[src/gpmx_pkg.sv]
// Package of constants and carrier types for the pin mux and external interrupt block.
package gpmx_pkg;

  localparam int NPORT   = 5;
  localparam int PIN_W   = 16;
  localparam int NLINE   = 24;
  localparam int NPIN    = NPORT * PIN_W;

  // Port order: 0 = D, 1 = F, 2 = G, 3 = H, 4 = J.
  localparam logic [NPORT-1:0][PIN_W-1:0] PIN_PRESENT  = {16'h1FFF, 16'h07FF, 16'hFFFF,
                                                          16'h00FF, 16'hFFFF};
  localparam logic [NPORT-1:0][PIN_W-1:0] ALT2_PRESENT = {16'h0000, 16'h00C0, 16'h0EFC,
                                                          16'h0000, 16'hC700};
  localparam int PORT_F = 1;
  localparam int PORT_G = 2;
  localparam int LINES_ON_F = 8;
  localparam int WAKE_LINES = 16;

  // Function-select codes.
  localparam logic [1:0] FN_IN   = 2'b00;
  localparam logic [1:0] FN_OUT  = 2'b01;
  localparam logic [1:0] FN_ALT1 = 2'b10;
  localparam logic [1:0] FN_ALT2 = 2'b11;

  // Register map: per-port block, then shared registers.
  localparam logic [2:0] LAST_PORT_BLOCK = 3'h4;
  localparam logic [3:0] SUB_CON   = 4'h0;
  localparam logic [3:0] SUB_DAT   = 4'h4;
  localparam logic [3:0] SUB_PUD   = 4'h8;
  localparam logic [7:0] OFF_MISC  = 8'h50;
  localparam logic [7:0] OFF_TRIG0 = 8'h54;
  localparam logic [7:0] OFF_TRIG1 = 8'h58;
  localparam logic [7:0] OFF_TRIG2 = 8'h5C;
  localparam logic [7:0] OFF_STAT  = 8'h60;
  localparam logic [7:0] OFF_CLR   = 8'h64;
  localparam logic [7:0] OFF_EN    = 8'h68;

  // Reset values.
  localparam logic [31:0] CON_RST  = 32'h0000_0000;
  localparam logic [15:0] DAT_RST  = 16'h0000;
  localparam logic [15:0] PUD_RST  = 16'h0000;
  localparam logic [31:0] MISC_RST = 32'h0000_0000;
  localparam logic [31:0] TRIG_RST = 32'h0000_0000;
  localparam logic [23:0] EN_RST   = 24'h00_0000;

  // Miscellaneous control field positions.
  localparam int MISC_SLEEP_PUD = 0;
  localparam int MISC_USB_PAD   = 3;
  localparam int MISC_CLOCK_OUTPUT_PIN   = 4;
  localparam int MISC_CLKOUT1   = 8;
  localparam int CLKSEL_W       = 3;

  // Trigger config: eight lines per register, four bits per line, low three used.
  localparam int TRIG_FIELD_W   = 4;
  localparam int LINES_PER_TRIG = 8;
  localparam logic [2:0] TRIG_LOW  = 3'b000;
  localparam logic [2:0] TRIG_HIGH = 3'b001;
  localparam logic [1:0] TRIG_FALL = 2'b01;
  localparam logic [1:0] TRIG_RISE = 2'b10;
  localparam logic [1:0] TRIG_BOTH = 2'b11;

  // Filter passes a change once it has held for more than this many clocks.
  localparam logic [1:0] FILT_CLKS = 2'h3;

  typedef struct packed {
    logic [PIN_W-1:0] en;
    logic [PIN_W-1:0] level;
  } gpmx_drive_s;

  typedef struct packed {
    logic                sleep_data_pud_dis;
    logic                usb_pad_host;
    logic [CLKSEL_W-1:0] clock_output_pin_sel;
    logic [CLKSEL_W-1:0] clkout1_sel;
  } gpmx_misc_s;

endpackage

[src/gpmx_external_irq_line_filter.sv]
// One external interrupt line: glitch filter and trigger-mode detector.
`timescale 1ns/1ps
`default_nettype none

module gpmx_external_irq_line_filter (
  input  wire logic       clk_in,
  input  wire logic       rst_in,
  input  wire logic       en_in,
  input  wire logic       level_in,
  input  wire logic [2:0] mode_in,
  output logic            event_out
);

  logic [1:0] cnt_reg;
  logic       filt_reg;
  logic       prev_reg;
  logic       diff;
  logic       take;
  logic       rose;
  logic       fell;

  assign diff = level_in != filt_reg;
  assign take = diff && (cnt_reg == gpmx_pkg::FILT_CLKS);
  assign rose = filt_reg && !prev_reg;
  assign fell = !filt_reg && prev_reg;

  // While disabled the filter tracks the pin so enabling makes no false edge.
  always_ff @(posedge clk_in) begin
    if (rst_in) begin
      cnt_reg  <= 2'h0;
      filt_reg <= 1'b1;
      prev_reg <= 1'b1;
    end else begin
      cnt_reg  <= (diff && en_in && !take) ? cnt_reg + 2'h1 : 2'h0;
      filt_reg <= (!en_in || take) ? level_in : filt_reg;
      prev_reg <= en_in ? filt_reg : level_in;
    end
  end

  assign event_out = en_in && (
      (mode_in == gpmx_pkg::TRIG_LOW  && !filt_reg) ||
      (mode_in == gpmx_pkg::TRIG_HIGH &&  filt_reg) ||
      (mode_in[2:1] == gpmx_pkg::TRIG_FALL && fell) ||
      (mode_in[2:1] == gpmx_pkg::TRIG_RISE && rose) ||
      (mode_in[2:1] == gpmx_pkg::TRIG_BOTH && (rose || fell)));

  a_filter_hold: assert property (@(posedge clk_in) disable iff (rst_in)
    en_in && $past(en_in) && $changed(filt_reg) |->
      $past(diff, 1) && $past(diff, 2) && $past(diff, 3) && $past(diff, 4))
    else $error("Filtered level changed after a pulse of three clocks or less.");

  a_rise_event: assert property (@(posedge clk_in) disable iff (rst_in)
    en_in && $past(en_in) && mode_in[2:1] == gpmx_pkg::TRIG_RISE && $rose(filt_reg) |->
      event_out)
    else $error("Rising edge missed in rising-edge mode.");

endmodule // gpmx_external_irq_line_filter

`default_nettype wire

[src/gpmx_top.sv]
// Pin function mux, port data and pull-up registers, and external interrupt lines.
//
// Decided for this implementation: the strobed register port and the address map.
`timescale 1ns/1ps
`default_nettype none

// What this block does
// - Route each pin per its function field.
// - Codes 00 input, 01 output, 10/11 alternates.
// - Output pins drive their data register bit.
// - Input pins read back live pin level.
// - Pull-up bit 0 enables, 1 disables.
// - Pull-up independent of selected pin function.
// - Misc register: sleep pull-ups, USB pad, clock-out.
// - 24 lines: low, high, fall, rise, both.
// - Filter accepts pulses longer than 3 clocks.
// - Lines 0 to 15 are wakeup sources.
module gpmx_top (
  input  wire logic                                        clk_in,
  input  wire logic                                        rst_in,
  input  wire logic [7:0]                                  addr_in,
  input  wire logic [31:0]                                 wdata_in,
  input  wire logic                                        wr_in,
  input  wire logic                                        rd_in,
  output logic      [31:0]                                 rdata_out,
  input  wire logic [gpmx_pkg::NPORT-1:0][gpmx_pkg::PIN_W-1:0] pin_in,
  output logic      [gpmx_pkg::NPORT-1:0][gpmx_pkg::PIN_W-1:0] pin_out,
  output logic      [gpmx_pkg::NPORT-1:0][gpmx_pkg::PIN_W-1:0] pin_oe_n_out,
  output logic      [gpmx_pkg::NPORT-1:0][gpmx_pkg::PIN_W-1:0] pull_up_en_out,
  input  wire gpmx_pkg::gpmx_drive_s [gpmx_pkg::NPORT-1:0]    alt1_in,
  input  wire gpmx_pkg::gpmx_drive_s [gpmx_pkg::NPORT-1:0]    alt2_in,
  output logic      [gpmx_pkg::NPORT-1:0][gpmx_pkg::PIN_W-1:0] pin_level_out,
  output gpmx_pkg::gpmx_misc_s                             misc_out,
  output logic                                             irq_out,
  output logic                                             wake_out
);

  localparam int NP = gpmx_pkg::NPORT;
  localparam int PW = gpmx_pkg::PIN_W;
  localparam int NL = gpmx_pkg::NLINE;

  ////////////////////////////////////////////////////////////////////////////
  // Registers and synchronisers.

  logic [NP-1:0][31:0]   con_reg;
  logic [NP-1:0][PW-1:0] dat_reg;
  logic [NP-1:0][PW-1:0] pud_reg;
  logic [NP-1:0][PW-1:0] sync1_reg;
  logic [NP-1:0][PW-1:0] sync2_reg;
  logic [31:0]           misc_reg;
  logic [2:0][31:0]      trig_reg;
  logic [NL-1:0]         stat_reg;
  logic [NL-1:0]         stat_next;
  logic [NL-1:0]         en_reg;
  logic [31:0]           rdata_reg;

  ////////////////////////////////////////////////////////////////////////////
  // Address decode.

  logic [2:0]  port_sel;
  logic [3:0]  sub_sel;
  logic        port_hit;
  logic [NP-1:0] wr_con;
  logic [NP-1:0] wr_dat;
  logic [NP-1:0] wr_pud;
  logic        wr_misc;
  logic [2:0]  wr_trig;
  logic        wr_clr;
  logic        wr_en;

  assign port_sel = addr_in[6:4];
  assign sub_sel  = addr_in[3:0];
  assign port_hit = !addr_in[7] && (port_sel <= gpmx_pkg::LAST_PORT_BLOCK);
  assign wr_misc  = wr_in && addr_in == gpmx_pkg::OFF_MISC;
  assign wr_trig  = {wr_in && addr_in == gpmx_pkg::OFF_TRIG2,
                     wr_in && addr_in == gpmx_pkg::OFF_TRIG1,
                     wr_in && addr_in == gpmx_pkg::OFF_TRIG0};
  assign wr_clr   = wr_in && addr_in == gpmx_pkg::OFF_CLR;
  assign wr_en    = wr_in && addr_in == gpmx_pkg::OFF_EN;

  ////////////////////////////////////////////////////////////////////////////
  // Per-pin function mux.

  logic [NP-1:0][PW-1:0] drv_en;
  logic [NP-1:0][PW-1:0] drv_val;
  logic [NP-1:0][PW-1:0] in_mask;
  logic [NP-1:0][PW-1:0] out_mask;
  logic [NP-1:0][PW-1:0] rsv_mask;
  logic [NP-1:0][PW-1:0] port_rd;
  logic [NP-1:0][PW-1:0] irq_alt_mask;

  genvar gk;
  generate
    for (gk = 0; gk < NP * PW; gk++) begin : g_pin
      localparam int P = gk / PW;
      localparam int B = gk % PW;
      localparam bit IRQ_PIN = (P == gpmx_pkg::PORT_F) || (P == gpmx_pkg::PORT_G);
      logic [1:0] fn;
      logic       here;
      logic       alt2_ok;
      assign fn      = con_reg[P][2*B +: 2];
      assign here    = gpmx_pkg::PIN_PRESENT[P][B];
      assign alt2_ok = gpmx_pkg::ALT2_PRESENT[P][B];
      assign in_mask[P][B]  = here && fn == gpmx_pkg::FN_IN;
      assign out_mask[P][B] = here && fn == gpmx_pkg::FN_OUT;
      assign rsv_mask[P][B] = here && fn == gpmx_pkg::FN_ALT2 && !alt2_ok;
      // Port F and G pins in the first alternate (interrupt) function are inputs only, whatever the peripheral asks.
      assign irq_alt_mask[P][B] = here && IRQ_PIN && fn == gpmx_pkg::FN_ALT1;
      assign drv_en[P][B] = here && ((fn == gpmx_pkg::FN_OUT) ||
          (fn == gpmx_pkg::FN_ALT1 && !IRQ_PIN && alt1_in[P].en[B]) ||
          (fn == gpmx_pkg::FN_ALT2 && alt2_ok && alt2_in[P].en[B]));
      assign drv_val[P][B] = (fn == gpmx_pkg::FN_OUT)  ? dat_reg[P][B] :
                             (fn == gpmx_pkg::FN_ALT1) ? alt1_in[P].level[B] :
                                                         alt2_in[P].level[B];
      assign port_rd[P][B] = in_mask[P][B] ? sync2_reg[P][B] : dat_reg[P][B];
      assign pin_out[P][B]        = here && drv_val[P][B];
      assign pin_oe_n_out[P][B]   = !drv_en[P][B];
      assign pull_up_en_out[P][B] = here && !pud_reg[P][B];
    end
  endgenerate

  assign pin_level_out = sync2_reg;

  ////////////////////////////////////////////////////////////////////////////
  // External interrupt lines: F0..F7 are lines 0..7, G0..G15 are 8..23.

  logic [NL-1:0] line_level;
  logic [NL-1:0] line_en;
  logic [NL-1:0] line_event;

  genvar gl;
  generate
    for (gl = 0; gl < NL; gl++) begin : g_line
      localparam int P = (gl < gpmx_pkg::LINES_ON_F) ? gpmx_pkg::PORT_F : gpmx_pkg::PORT_G;
      localparam int B = (gl < gpmx_pkg::LINES_ON_F) ? gl : gl - gpmx_pkg::LINES_ON_F;
      localparam int T = gl / gpmx_pkg::LINES_PER_TRIG;
      localparam int F = (gl % gpmx_pkg::LINES_PER_TRIG) * gpmx_pkg::TRIG_FIELD_W;
      assign line_level[gl] = sync2_reg[P][B];
      assign line_en[gl]    = con_reg[P][2*B +: 2] == gpmx_pkg::FN_ALT1;
      gpmx_external_irq_line_filter u_filt (
        .clk_in   (clk_in),
        .rst_in   (rst_in),
        .en_in    (line_en[gl]),
        .level_in (line_level[gl]),
        .mode_in  (trig_reg[T][F +: 3]),
        .event_out(line_event[gl])
      );
    end
  endgenerate

  // A new event in the cycle of its clear keeps the status bit set.
  assign stat_next = (stat_reg & ~(wr_clr ? wdata_in[NL-1:0] : '0)) | line_event;
  assign irq_out   = |(stat_reg & en_reg);
  // Wake needs the pins in interrupt function, which software must set first.
  assign wake_out  = |(stat_reg[gpmx_pkg::WAKE_LINES-1:0] &
                       en_reg[gpmx_pkg::WAKE_LINES-1:0]);

  ////////////////////////////////////////////////////////////////////////////
  // Miscellaneous control outputs.

  assign misc_out.sleep_data_pud_dis = misc_reg[gpmx_pkg::MISC_SLEEP_PUD];
  assign misc_out.usb_pad_host       = misc_reg[gpmx_pkg::MISC_USB_PAD];
  assign misc_out.clock_output_pin_sel = misc_reg[gpmx_pkg::MISC_CLOCK_OUTPUT_PIN +: gpmx_pkg::CLKSEL_W];
  assign misc_out.clkout1_sel = misc_reg[gpmx_pkg::MISC_CLKOUT1 +: gpmx_pkg::CLKSEL_W];

  ////////////////////////////////////////////////////////////////////////////
  // Read mux.

  logic [31:0] port_word;
  logic [31:0] rd_mux;

  assign port_word = (sub_sel == gpmx_pkg::SUB_CON) ? con_reg[port_sel] :
                     (sub_sel == gpmx_pkg::SUB_DAT) ? {16'h0000, port_rd[port_sel]} :
                     (sub_sel == gpmx_pkg::SUB_PUD) ? {16'h0000, pud_reg[port_sel]} :
                                                      32'h0000_0000;
  assign rd_mux = port_hit                      ? port_word :
                  addr_in == gpmx_pkg::OFF_MISC  ? misc_reg :
                  addr_in == gpmx_pkg::OFF_TRIG0 ? trig_reg[0] :
                  addr_in == gpmx_pkg::OFF_TRIG1 ? trig_reg[1] :
                  addr_in == gpmx_pkg::OFF_TRIG2 ? trig_reg[2] :
                  addr_in == gpmx_pkg::OFF_STAT  ? {8'h00, stat_reg} :
                  addr_in == gpmx_pkg::OFF_EN    ? {8'h00, en_reg} :
                                                   32'h0000_0000;
  assign rdata_out = rdata_reg;

  ////////////////////////////////////////////////////////////////////////////
  // Clocked state.

  genvar gp;
  generate
    for (gp = 0; gp < NP; gp++) begin : g_port
      assign wr_con[gp] = wr_in && port_hit && port_sel == 3'(gp) && sub_sel == gpmx_pkg::SUB_CON;
      assign wr_dat[gp] = wr_in && port_hit && port_sel == 3'(gp) && sub_sel == gpmx_pkg::SUB_DAT;
      assign wr_pud[gp] = wr_in && port_hit && port_sel == 3'(gp) && sub_sel == gpmx_pkg::SUB_PUD;
      always_ff @(posedge clk_in) begin
        if (rst_in) begin
          con_reg[gp] <= gpmx_pkg::CON_RST;
          dat_reg[gp] <= gpmx_pkg::DAT_RST;
          pud_reg[gp] <= gpmx_pkg::PUD_RST;
        end else begin
          if (wr_con[gp]) con_reg[gp] <= wdata_in;
          if (wr_dat[gp]) dat_reg[gp] <= wdata_in[PW-1:0] & gpmx_pkg::PIN_PRESENT[gp];
          if (wr_pud[gp]) pud_reg[gp] <= wdata_in[PW-1:0] & gpmx_pkg::PIN_PRESENT[gp];
        end
      end
    end
  endgenerate

  always_ff @(posedge clk_in) begin
    sync1_reg <= pin_in;
    sync2_reg <= sync1_reg;
  end

  always_ff @(posedge clk_in) begin
    if (rst_in) begin
      misc_reg  <= gpmx_pkg::MISC_RST;
      trig_reg  <= {3{gpmx_pkg::TRIG_RST}};
      stat_reg  <= '0;
      en_reg    <= gpmx_pkg::EN_RST;
      rdata_reg <= 32'h0000_0000;
    end else begin
      if (wr_misc) misc_reg <= wdata_in;
      for (int t = 0; t < 3; t++) begin
        if (wr_trig[t]) trig_reg[t] <= wdata_in;
      end
      stat_reg  <= stat_next;
      if (wr_en) en_reg <= wdata_in[NL-1:0];
      rdata_reg <= rd_in ? rd_mux : 32'h0000_0000;
    end
  end

  ////////////////////////////////////////////////////////////////////////////
  // Checks.

  a_out_drive: assert property (@(posedge clk_in) disable iff (rst_in)
    (out_mask & pin_oe_n_out) == '0 && ((pin_out ^ dat_reg) & out_mask) == '0)
    else $error("Output-mode pin does not drive its data bit.");

  a_in_readback: assert property (@(posedge clk_in) disable iff (rst_in)
    rd_in && port_hit && sub_sel == gpmx_pkg::SUB_DAT |=>
      ((rdata_out[PW-1:0] ^ $past(sync2_reg[port_sel])) & $past(in_mask[port_sel])) == '0)
    else $error("Input pin level not returned on data read.");

  a_input_float: assert property (@(posedge clk_in) disable iff (rst_in)
    ((in_mask | rsv_mask) & ~pin_oe_n_out) == '0)
    else $error("Input or reserved-code pin is driven.");

  a_pull_write: assert property (@(posedge clk_in) disable iff (rst_in)
    wr_in && port_hit && sub_sel == gpmx_pkg::SUB_PUD |=>
      pull_up_en_out[$past(port_sel)] ==
        (~$past(wdata_in[PW-1:0]) & gpmx_pkg::PIN_PRESENT[$past(port_sel)]))
    else $error("Pull-up enable does not follow the disable bits.");

  a_misc_clkout: assert property (@(posedge clk_in) disable iff (rst_in)
    wr_misc |=> misc_out.clock_output_pin_sel ==
      $past(wdata_in[gpmx_pkg::MISC_CLOCK_OUTPUT_PIN +: gpmx_pkg::CLKSEL_W]))
    else $error("Clock-out select not taken from the write.");

  a_status_set_wins: assert property (@(posedge clk_in) disable iff (rst_in)
    (line_event != '0) |=> (stat_reg & $past(line_event)) == $past(line_event))
    else $error("Interrupt event lost against a clear.");

  a_irq_level: assert property (@(posedge clk_in) disable iff (rst_in)
    $rose(irq_out) |-> $past(stat_next & en_reg) != '0 || $past(wr_en))
    else $error("Interrupt raised with no enabled status.");

  a_wake_lines: assert property (@(posedge clk_in) disable iff (rst_in)
    (stat_reg[15:0] & en_reg[15:0]) != '0 |-> wake_out && irq_out)
    else $error("Enabled low line did not raise wake.");

  a_irq_pin_quiet: assert property (@(posedge clk_in) disable iff (rst_in)
    (irq_alt_mask & ~pin_oe_n_out) == '0)
    else $error("Interrupt-function pin is driven.");

  a_line_gate: assert property (@(posedge clk_in) disable iff (rst_in)
    (line_event & ~line_en) == '0)
    else $error("Event on a line whose pin is not in interrupt function.");

  a_stat_sticky: assert property (@(posedge clk_in) disable iff (rst_in)
    !wr_clr |=> (stat_reg & $past(stat_reg)) == $past(stat_reg))
    else $error("Status bit dropped without a clear.");

  a_stat_clear: assert property (@(posedge clk_in) disable iff (rst_in)
    wr_clr |=> (stat_reg & $past(wdata_in[NL-1:0] & ~line_event)) == '0)
    else $error("Status bit survived its clear with no new event.");

  a_func_readback: assert property (@(posedge clk_in) disable iff (rst_in)
    rd_in && port_hit && sub_sel == gpmx_pkg::SUB_CON |=>
      rdata_out == $past(con_reg[port_sel]))
    else $error("Function-select word not returned on read.");

  a_dat_write: assert property (@(posedge clk_in) disable iff (rst_in)
    wr_in && port_hit && sub_sel == gpmx_pkg::SUB_DAT |=>
      dat_reg[$past(port_sel)] ==
        ($past(wdata_in[PW-1:0]) & gpmx_pkg::PIN_PRESENT[$past(port_sel)]))
    else $error("Data register did not take the write.");

  a_pull_func: assert property (@(posedge clk_in) disable iff (rst_in)
    pull_up_en_out == (~pud_reg & gpmx_pkg::PIN_PRESENT))
    else $error("Pull-up enable depends on more than its disable bit.");

endmodule // gpmx_top

`default_nettype wire

[config.mk]
export PLATFORM = sky130hd
export DESIGN_NAME = gpmx_top
export DESIGN_NICKNAME = d
export VERILOG_FILES = /design/src/gpmx_pkg.sv /design/src/gpmx_external_irq_line_filter.sv /design/src/gpmx_top.sv
export SDC_FILE = /design/constraint.sdc
export NUM_CORES = 2
export LEC_CHECK = 0
export ABC_AREA = 1
export ABC_CLOCK_PERIOD_IN_PS = 4200
export BUFFER_PORTS_ARGS = -buffer_cell sky130_fd_sc_hd__buf_2
export CAP_MARGIN = 5
export CORE_AREA = 2 2 314 316
export DETAILED_ROUTE_END_ITERATION = 8
export DIE_AREA = 0 0 316 318
export PLACE_DENSITY = 0.66
export SLEW_MARGIN = 20
export SYNTH_ARGS = -nofsm -noshare
export SYNTH_HDL_FRONTEND = slang
export SYNTH_SLANG_ARGS = --single-unit
[constraint.sdc]
create_clock -name clk_in -period 4.2 [get_ports clk_in]
set_clock_uncertainty 0.1 [all_clocks]
set_input_delay 0.21 -clock clk_in [delete_from_list [all_inputs] [get_ports clk_in]]
set_output_delay 0.21 -clock clk_in [all_outputs]
set_load 0.01 [all_outputs]
Word level (Yosys, flattened, before mapping)
Cells that the tools add are included.
W data, S select, Z words.
{"block": "totals", "out_inout_bits": 362, "rom_bits": 0, "reg_bits": 752, "memories": 0, "inputBits": 444, "elab_cells": 1584, "ramBits": 0, "latch_bits": 0}
{"block": "op_classes", "mux": 233, "multipliers": 0, "div": 0, "reduce_logical": 890, "eq_ne": 301, "order_cmp": 2, "n_addsub": 24, "shift": 0, "bitwise_logic": 30}
{"op": "$logic_and A1 B1 Y1", "n": 348}
{"op": "$eq A2 B2 Y1 const B", "n": 152}
{"op": "$mux W32", "n": 9}
{"op": "$logic_not A1 Y1", "n": 225}
{"op": "$mux W1", "n": 216}
{"op": "$logic_or A1 B1 Y1", "n": 200}
{"op": "$eq A2 B1 Y1 const B", "n": 88}
{"op": "$logic_not A2 Y1", "n": 64}
{"op": "$bmux W16 S3", "n": 2}
{"op": "$bmux W32 S3", "n": 1}
{"op": "$eq A3 B1 Y1 const B", "n": 25}
{"op": "$logic_not A3 Y1", "n": 25}
{"op": "$eq A8 B7 Y1 const B", "n": 7}
{"op": "$reduce_or A2 Y1", "n": 25}
{"op": "$add A2 B1 Y2 const B", "n": 24}
{"op": "$and A24 B24 Y24", "n": 2}
{"op": "$mux W16", "n": 3}
{"op": "$mux W24", "n": 2}
{"op": "$not A1 Y1", "n": 25}
{"op": "$ne A1 B1 Y1", "n": 24}
{"op": "$not A24 Y24", "n": 1}
{"op": "$or A24 B24 Y24", "n": 1}
{"op": "$reduce_or A24 Y1", "n": 1}
{"op": "$and A16 B16 Y16", "n": 1}
{"op": "8 further kinds", "n": 9}

Longest topological paths before layout
{"block": "depth", "depth_word": 8, "depth_mapped": 12, "mapped_depth_nobuf": 11}

Modules after synthesis
From an unflattened synthesis, not the netlist that was laid out.
{"block": "unflattened", "cells_unflattened": 4789, "area_unflattened_um2": 34767.1}
{"module": "gpmx_top", "n_inst": 1, "cells_each": 3853, "seq_area_each_um2": 13132.6, "area_per_inst_um2": 28280.9}
{"module": "gpmx_external_irq_line_filter", "n_inst": 24, "cells_each": 39, "seq_area_each_um2": 80.1, "area_per_inst_um2": 270.3}

Least setup slack after synthesis
OpenSTA, ideal clock, no wires.
{"block": "synth_timing", "kind": "input-to-reg", "start": "input addr_in[1]", "end": "register rdata_reg[10] (netlist: rdata_out[10])", "setup_ns": 0.132, "arrival_time_ns": 1.474, "required_ns": 3.968, "slack_ns": 2.494, "n_path_buf": 2, "stages": 10, "path_cell_list": "nor2_1 nand3_1 inv_1 buf_2 clkbuf_1 o21ai_0 a21oi_1 nor2_1 nand2_1 a21oi_1"}
{"block": "synth_between", "elab_chain_cells": 8, "elab_cells_between_ends": 19, "classes_between": "eq/ne (8); mux (10); reduce/logical (1)"}
{"element": "start: declaration", "line_no": "gpmx_top.sv:21", "text": "input wire logic [7:0] addr_in,"}
{"element": "$eq A8 B7 Y1", "line_no": "gpmx_top.sv:182", "text": "addr_in == gpmx_pkg::OFF_EN ? {8'h00, en_reg} :"}
{"element": "$mux W24", "line_no": "gpmx_top.sv:182"}
{"element": "$mux W32", "line_no": "gpmx_top.sv:181", "text": "addr_in == gpmx_pkg::OFF_STAT ? {8'h00, stat_reg} :"}
{"element": "$mux W32", "line_no": "gpmx_top.sv:180", "text": "addr_in == gpmx_pkg::OFF_TRIG2 ? trig_reg[2] :"}
{"element": "$mux W32", "line_no": "gpmx_top.sv:179", "text": "addr_in == gpmx_pkg::OFF_TRIG1 ? trig_reg[1] :"}
{"element": "$mux W32", "line_no": "gpmx_top.sv:178", "text": "addr_in == gpmx_pkg::OFF_TRIG0 ? trig_reg[0] :"}
{"element": "$mux W32", "line_no": "gpmx_top.sv:177", "text": "addr_in == gpmx_pkg::OFF_MISC ? misc_reg :"}
{"element": "$mux W32 *", "line_no": "gpmx_top.sv:176", "text": "assign rd_mux = port_hit ? port_word :"}
{"element": "end signal: assignment", "line_no": "gpmx_top.sv:228", "text": "rdata_reg <= rd_in ? rd_mux : 32'h0000_0000;"}
{"element": "end: declaration", "line_no": "gpmx_top.sv:55", "text": "logic [31:0] rdata_reg;"}
Every way passes the cells marked *; elsewhere a longest branch is shown, timed or not.
A chain may end at the register's enable or synchronous reset.

==> summary.txt <==
Clock tree
  • TritonCTS clock tree: yes
  • Root Driver: clkbuf_16
  • Reg clk slew, reported paths: 0.06 ns
  • Post-CTS setup buffers: 0
  • Inserted Clock Buffers: 86
  • Num Clock Sinks: 752
  • # H-tree levels: 3
  • Max clock buf depth: 3
  • Worst-Skew Late Latency: 0.67 ns

Drt
  • Routed wire length: 151 mm
  • Routed Antenna Nets: 0
  • WL per Instance: 23.3 µm
  • Total number of vias: 33900
  • DRT iter0 DRCs: 4246
  • DRC Markers: 0
  • Via/cell ratio: 5.24
  • DRT Pass-1 Iters: 8

Logic synthesis
  • Synthesized area: 0.0329 mm²
  • Yosys warnings: 0
  • Syn avg cell area: 7.31 µm²
  • Synth Register Bits: 752
  • Post-synthesis sequential area ratio: 45.7%
  • Gate count of the mapped netlist: 4504
  • Distinct cells, synth: 37

Timing
  • Worst-Margin Slew: 1.09 ns
  • Final setup fails: 0
  • Fin. max-slew vios: 0
  • Min Tclk post-route: 2.90 ns
  • RSZ-0062 raised after global routing: false
  • Slew HR: 27.2%
  • Setup tns final: 0 ns
  • Fin. Hold Viols: 0
  • Setup slack after layout: 1.30 ns
  • Fmax: 345 MHz
  • Fin crit share: 69.1%

Finish
  • Nets: 5626
  • Area Growth Syn to Fin: 23.6%
  • Share of layout cells above drive strength 1: 16.2%
  • Commonest non-fill, non-tap cell in the layout: dfxtp_1
  • Max reg flops: 160
  • Most frequent cells in the layout: dfxtp_1, o21ai_0, nand2_1

Die
  • Rows: 115
  • Die span in x: 316 µm
  • Top Ports: 806
  • Die height: 318 µm
  • Initial core utilization: 33.8%
  • Core ar.: 0.0974 mm²
  • Die ar.: 0.100 mm²

Power
  • Maximum VDD drop: 0.000287 V
  • Leak: 16.9 nW
  • Power density over the cells: 399 mW/mm²

Placed design
  • Pre-CTS WS: 1.07 ns
  • Buffers on Ports: 621
  • HPWL after DPL: 113 mm
  • Gp weighted congestion: 0.992

Global routing
  • Overflow left after global routing: 0
  • Pin count of the biggest net entering global routing: 174
  • Vias in the first global route: 30300
  • GR Util All Layers: 28.9%
  • First-pass GRT wire length: 211 mm
  • Initial antenna violation count: 16

Setup path
  • Critical Path End Type: primary output
  • Worst endpoint required time: 3.89 ns
  • CP max FO: 5
  • CP Launch Type: flop
  • Worst path arrival time: 2.59 ns
  • Worst setup path category: reg -> out

Flow run
  • Max cap viols: 0

Min path
  • Worst Hold Class: in -> reg

Run status
  • Status: completed
==> metrics by stage <==
step | util [%] | power [W] | cell area, µm² | hold WS (ns) | instances
CTS | 41.8 | 0.0163 | 40700 | 0.00486 | 6461
global placement | 37.8 | 0.00848 | 36800 | 0.210 | 6207
finish | 41.8 | 0.0162 | 40700 | 0.0336 | 6467
floorplan | - | 0.00798 | 33100 | 0.138 | 4550
detailed placement | 37.8 | 0.00849 | 36800 | 0.212 | 6207
global route | 41.8 | 0.0167 | 40700 | 0.0382 | 6463
==> synth_stat cells, drive strengths merged <==
| cell type | number | area, µm² |
|---|---|---|
| clkbuf | 178 | 668 |
| nand4 | 31 | 194 |
| nand3 | 163 | 816 |
| dfxtp | 752 | 15100 |
| ha | 72 | 901 |
| nand3b | 6 | 45.0 |
| inv | 591 | 2220 |
| a22oi | 11 | 82.6 |
| o211ai | 34 | 255 |
| o221ai | 6 | 52.6 |
| or2 | 1 | 6.26 |
| conb | 2 | 7.51 |
| nor4 | 2 | 12.5 |
| nor2 | 381 | 1450 |
| xor2 | 48 | 420 |
| o31ai | 3 | 22.5 |
| a31oi | 4 | 25.0 |
| nand2 | 657 | 2470 |
| buf | 129 | 833 |
| a221oi | 2 | 17.5 |
| o311ai | 11 | 96.3 |
| o22ai | 94 | 588 |
| a22o | 10 | 87.6 |
| o2111ai | 5 | 43.8 |
| clkinv | 10 | 37.5 |
| a21oi | 571 | 2860 |
| o21ai | 705 | 3530 |
| nor3 | 25 | 141 |
==> report_power, final <==
| group | switching [W] | total [W] | internal [W] |
|---|---|---|---|
| Combinational | 0.000720 | 0.00109 | 0.000371 |
| Clock | 0.00323 | 0.00781 | 0.00459 |
| Sequential | 0.0000957 | 0.00735 | 0.00725 |
==> what timing repair did <==
action	in CTS	in global routing
endpoints found under the hold margin	269	0
gates resized for setup	0	0
endpoints found under the setup margin	0	0
hold buffers	102	0
==> critical path: stages (launching register included) <==
cell,delay (ns)
dfxtp_1,0.32
inv_1,0.13
nor2_1,0.59
inv_1,0.33
o21ai_0,0.23
o22ai_1,0.14
buf_2,0.17
==> worst paths after layout <==
check / cells past startpoint / startpoint / endpoint / slack, ns
hold / removal: 3 / wdata_in[13] / trig_reg[45] / 0.03
setup reg to reg: 9 / con_reg[76] / rdata_out[6] / 1.76
setup / recovery: 6 / con_reg[81] / pin_out[40] / 1.30
hold reg to reg: 0 / sync1_reg[66] / pin_level_out[66] / 0.22
==> cell type report <==
type	instances	area (µm²)
multi-input combinational	2890	14300
clock buffer	118	2490
timing repair buffer	779	4560
sequential	752	15100
fill	9974	56700
antenna	6	15.0
inverter	601	2260
clock inverter	34	407
tap	1287	1610
==> cell families after synthesis <==
kind of cell,count (synthesis),share of synthesized area [%]
AOI/OAI and AO/OA,1456,23.3
and+or+nand+nor,1266,15.6
buffers and inverters,908,11.4
DFF,752,45.7
adders and majority gates,72,2.74
xor gates and xnor gates,48,1.28
other,2,0.0228
==> per-layer routing <==
layer / wire length [µm] / vias up / GRT usage (%)
met5: 64 / - / 0
met4: 7280 / 10 / 13.0
met3: 17100 / 308 / 7.80
met2: 65400 / 1938 / 44.4
met1: 60900 / 15700 / 37.6
li1: - / 15900 / -
No activity file was read; power rests on OpenSTA's default activity.
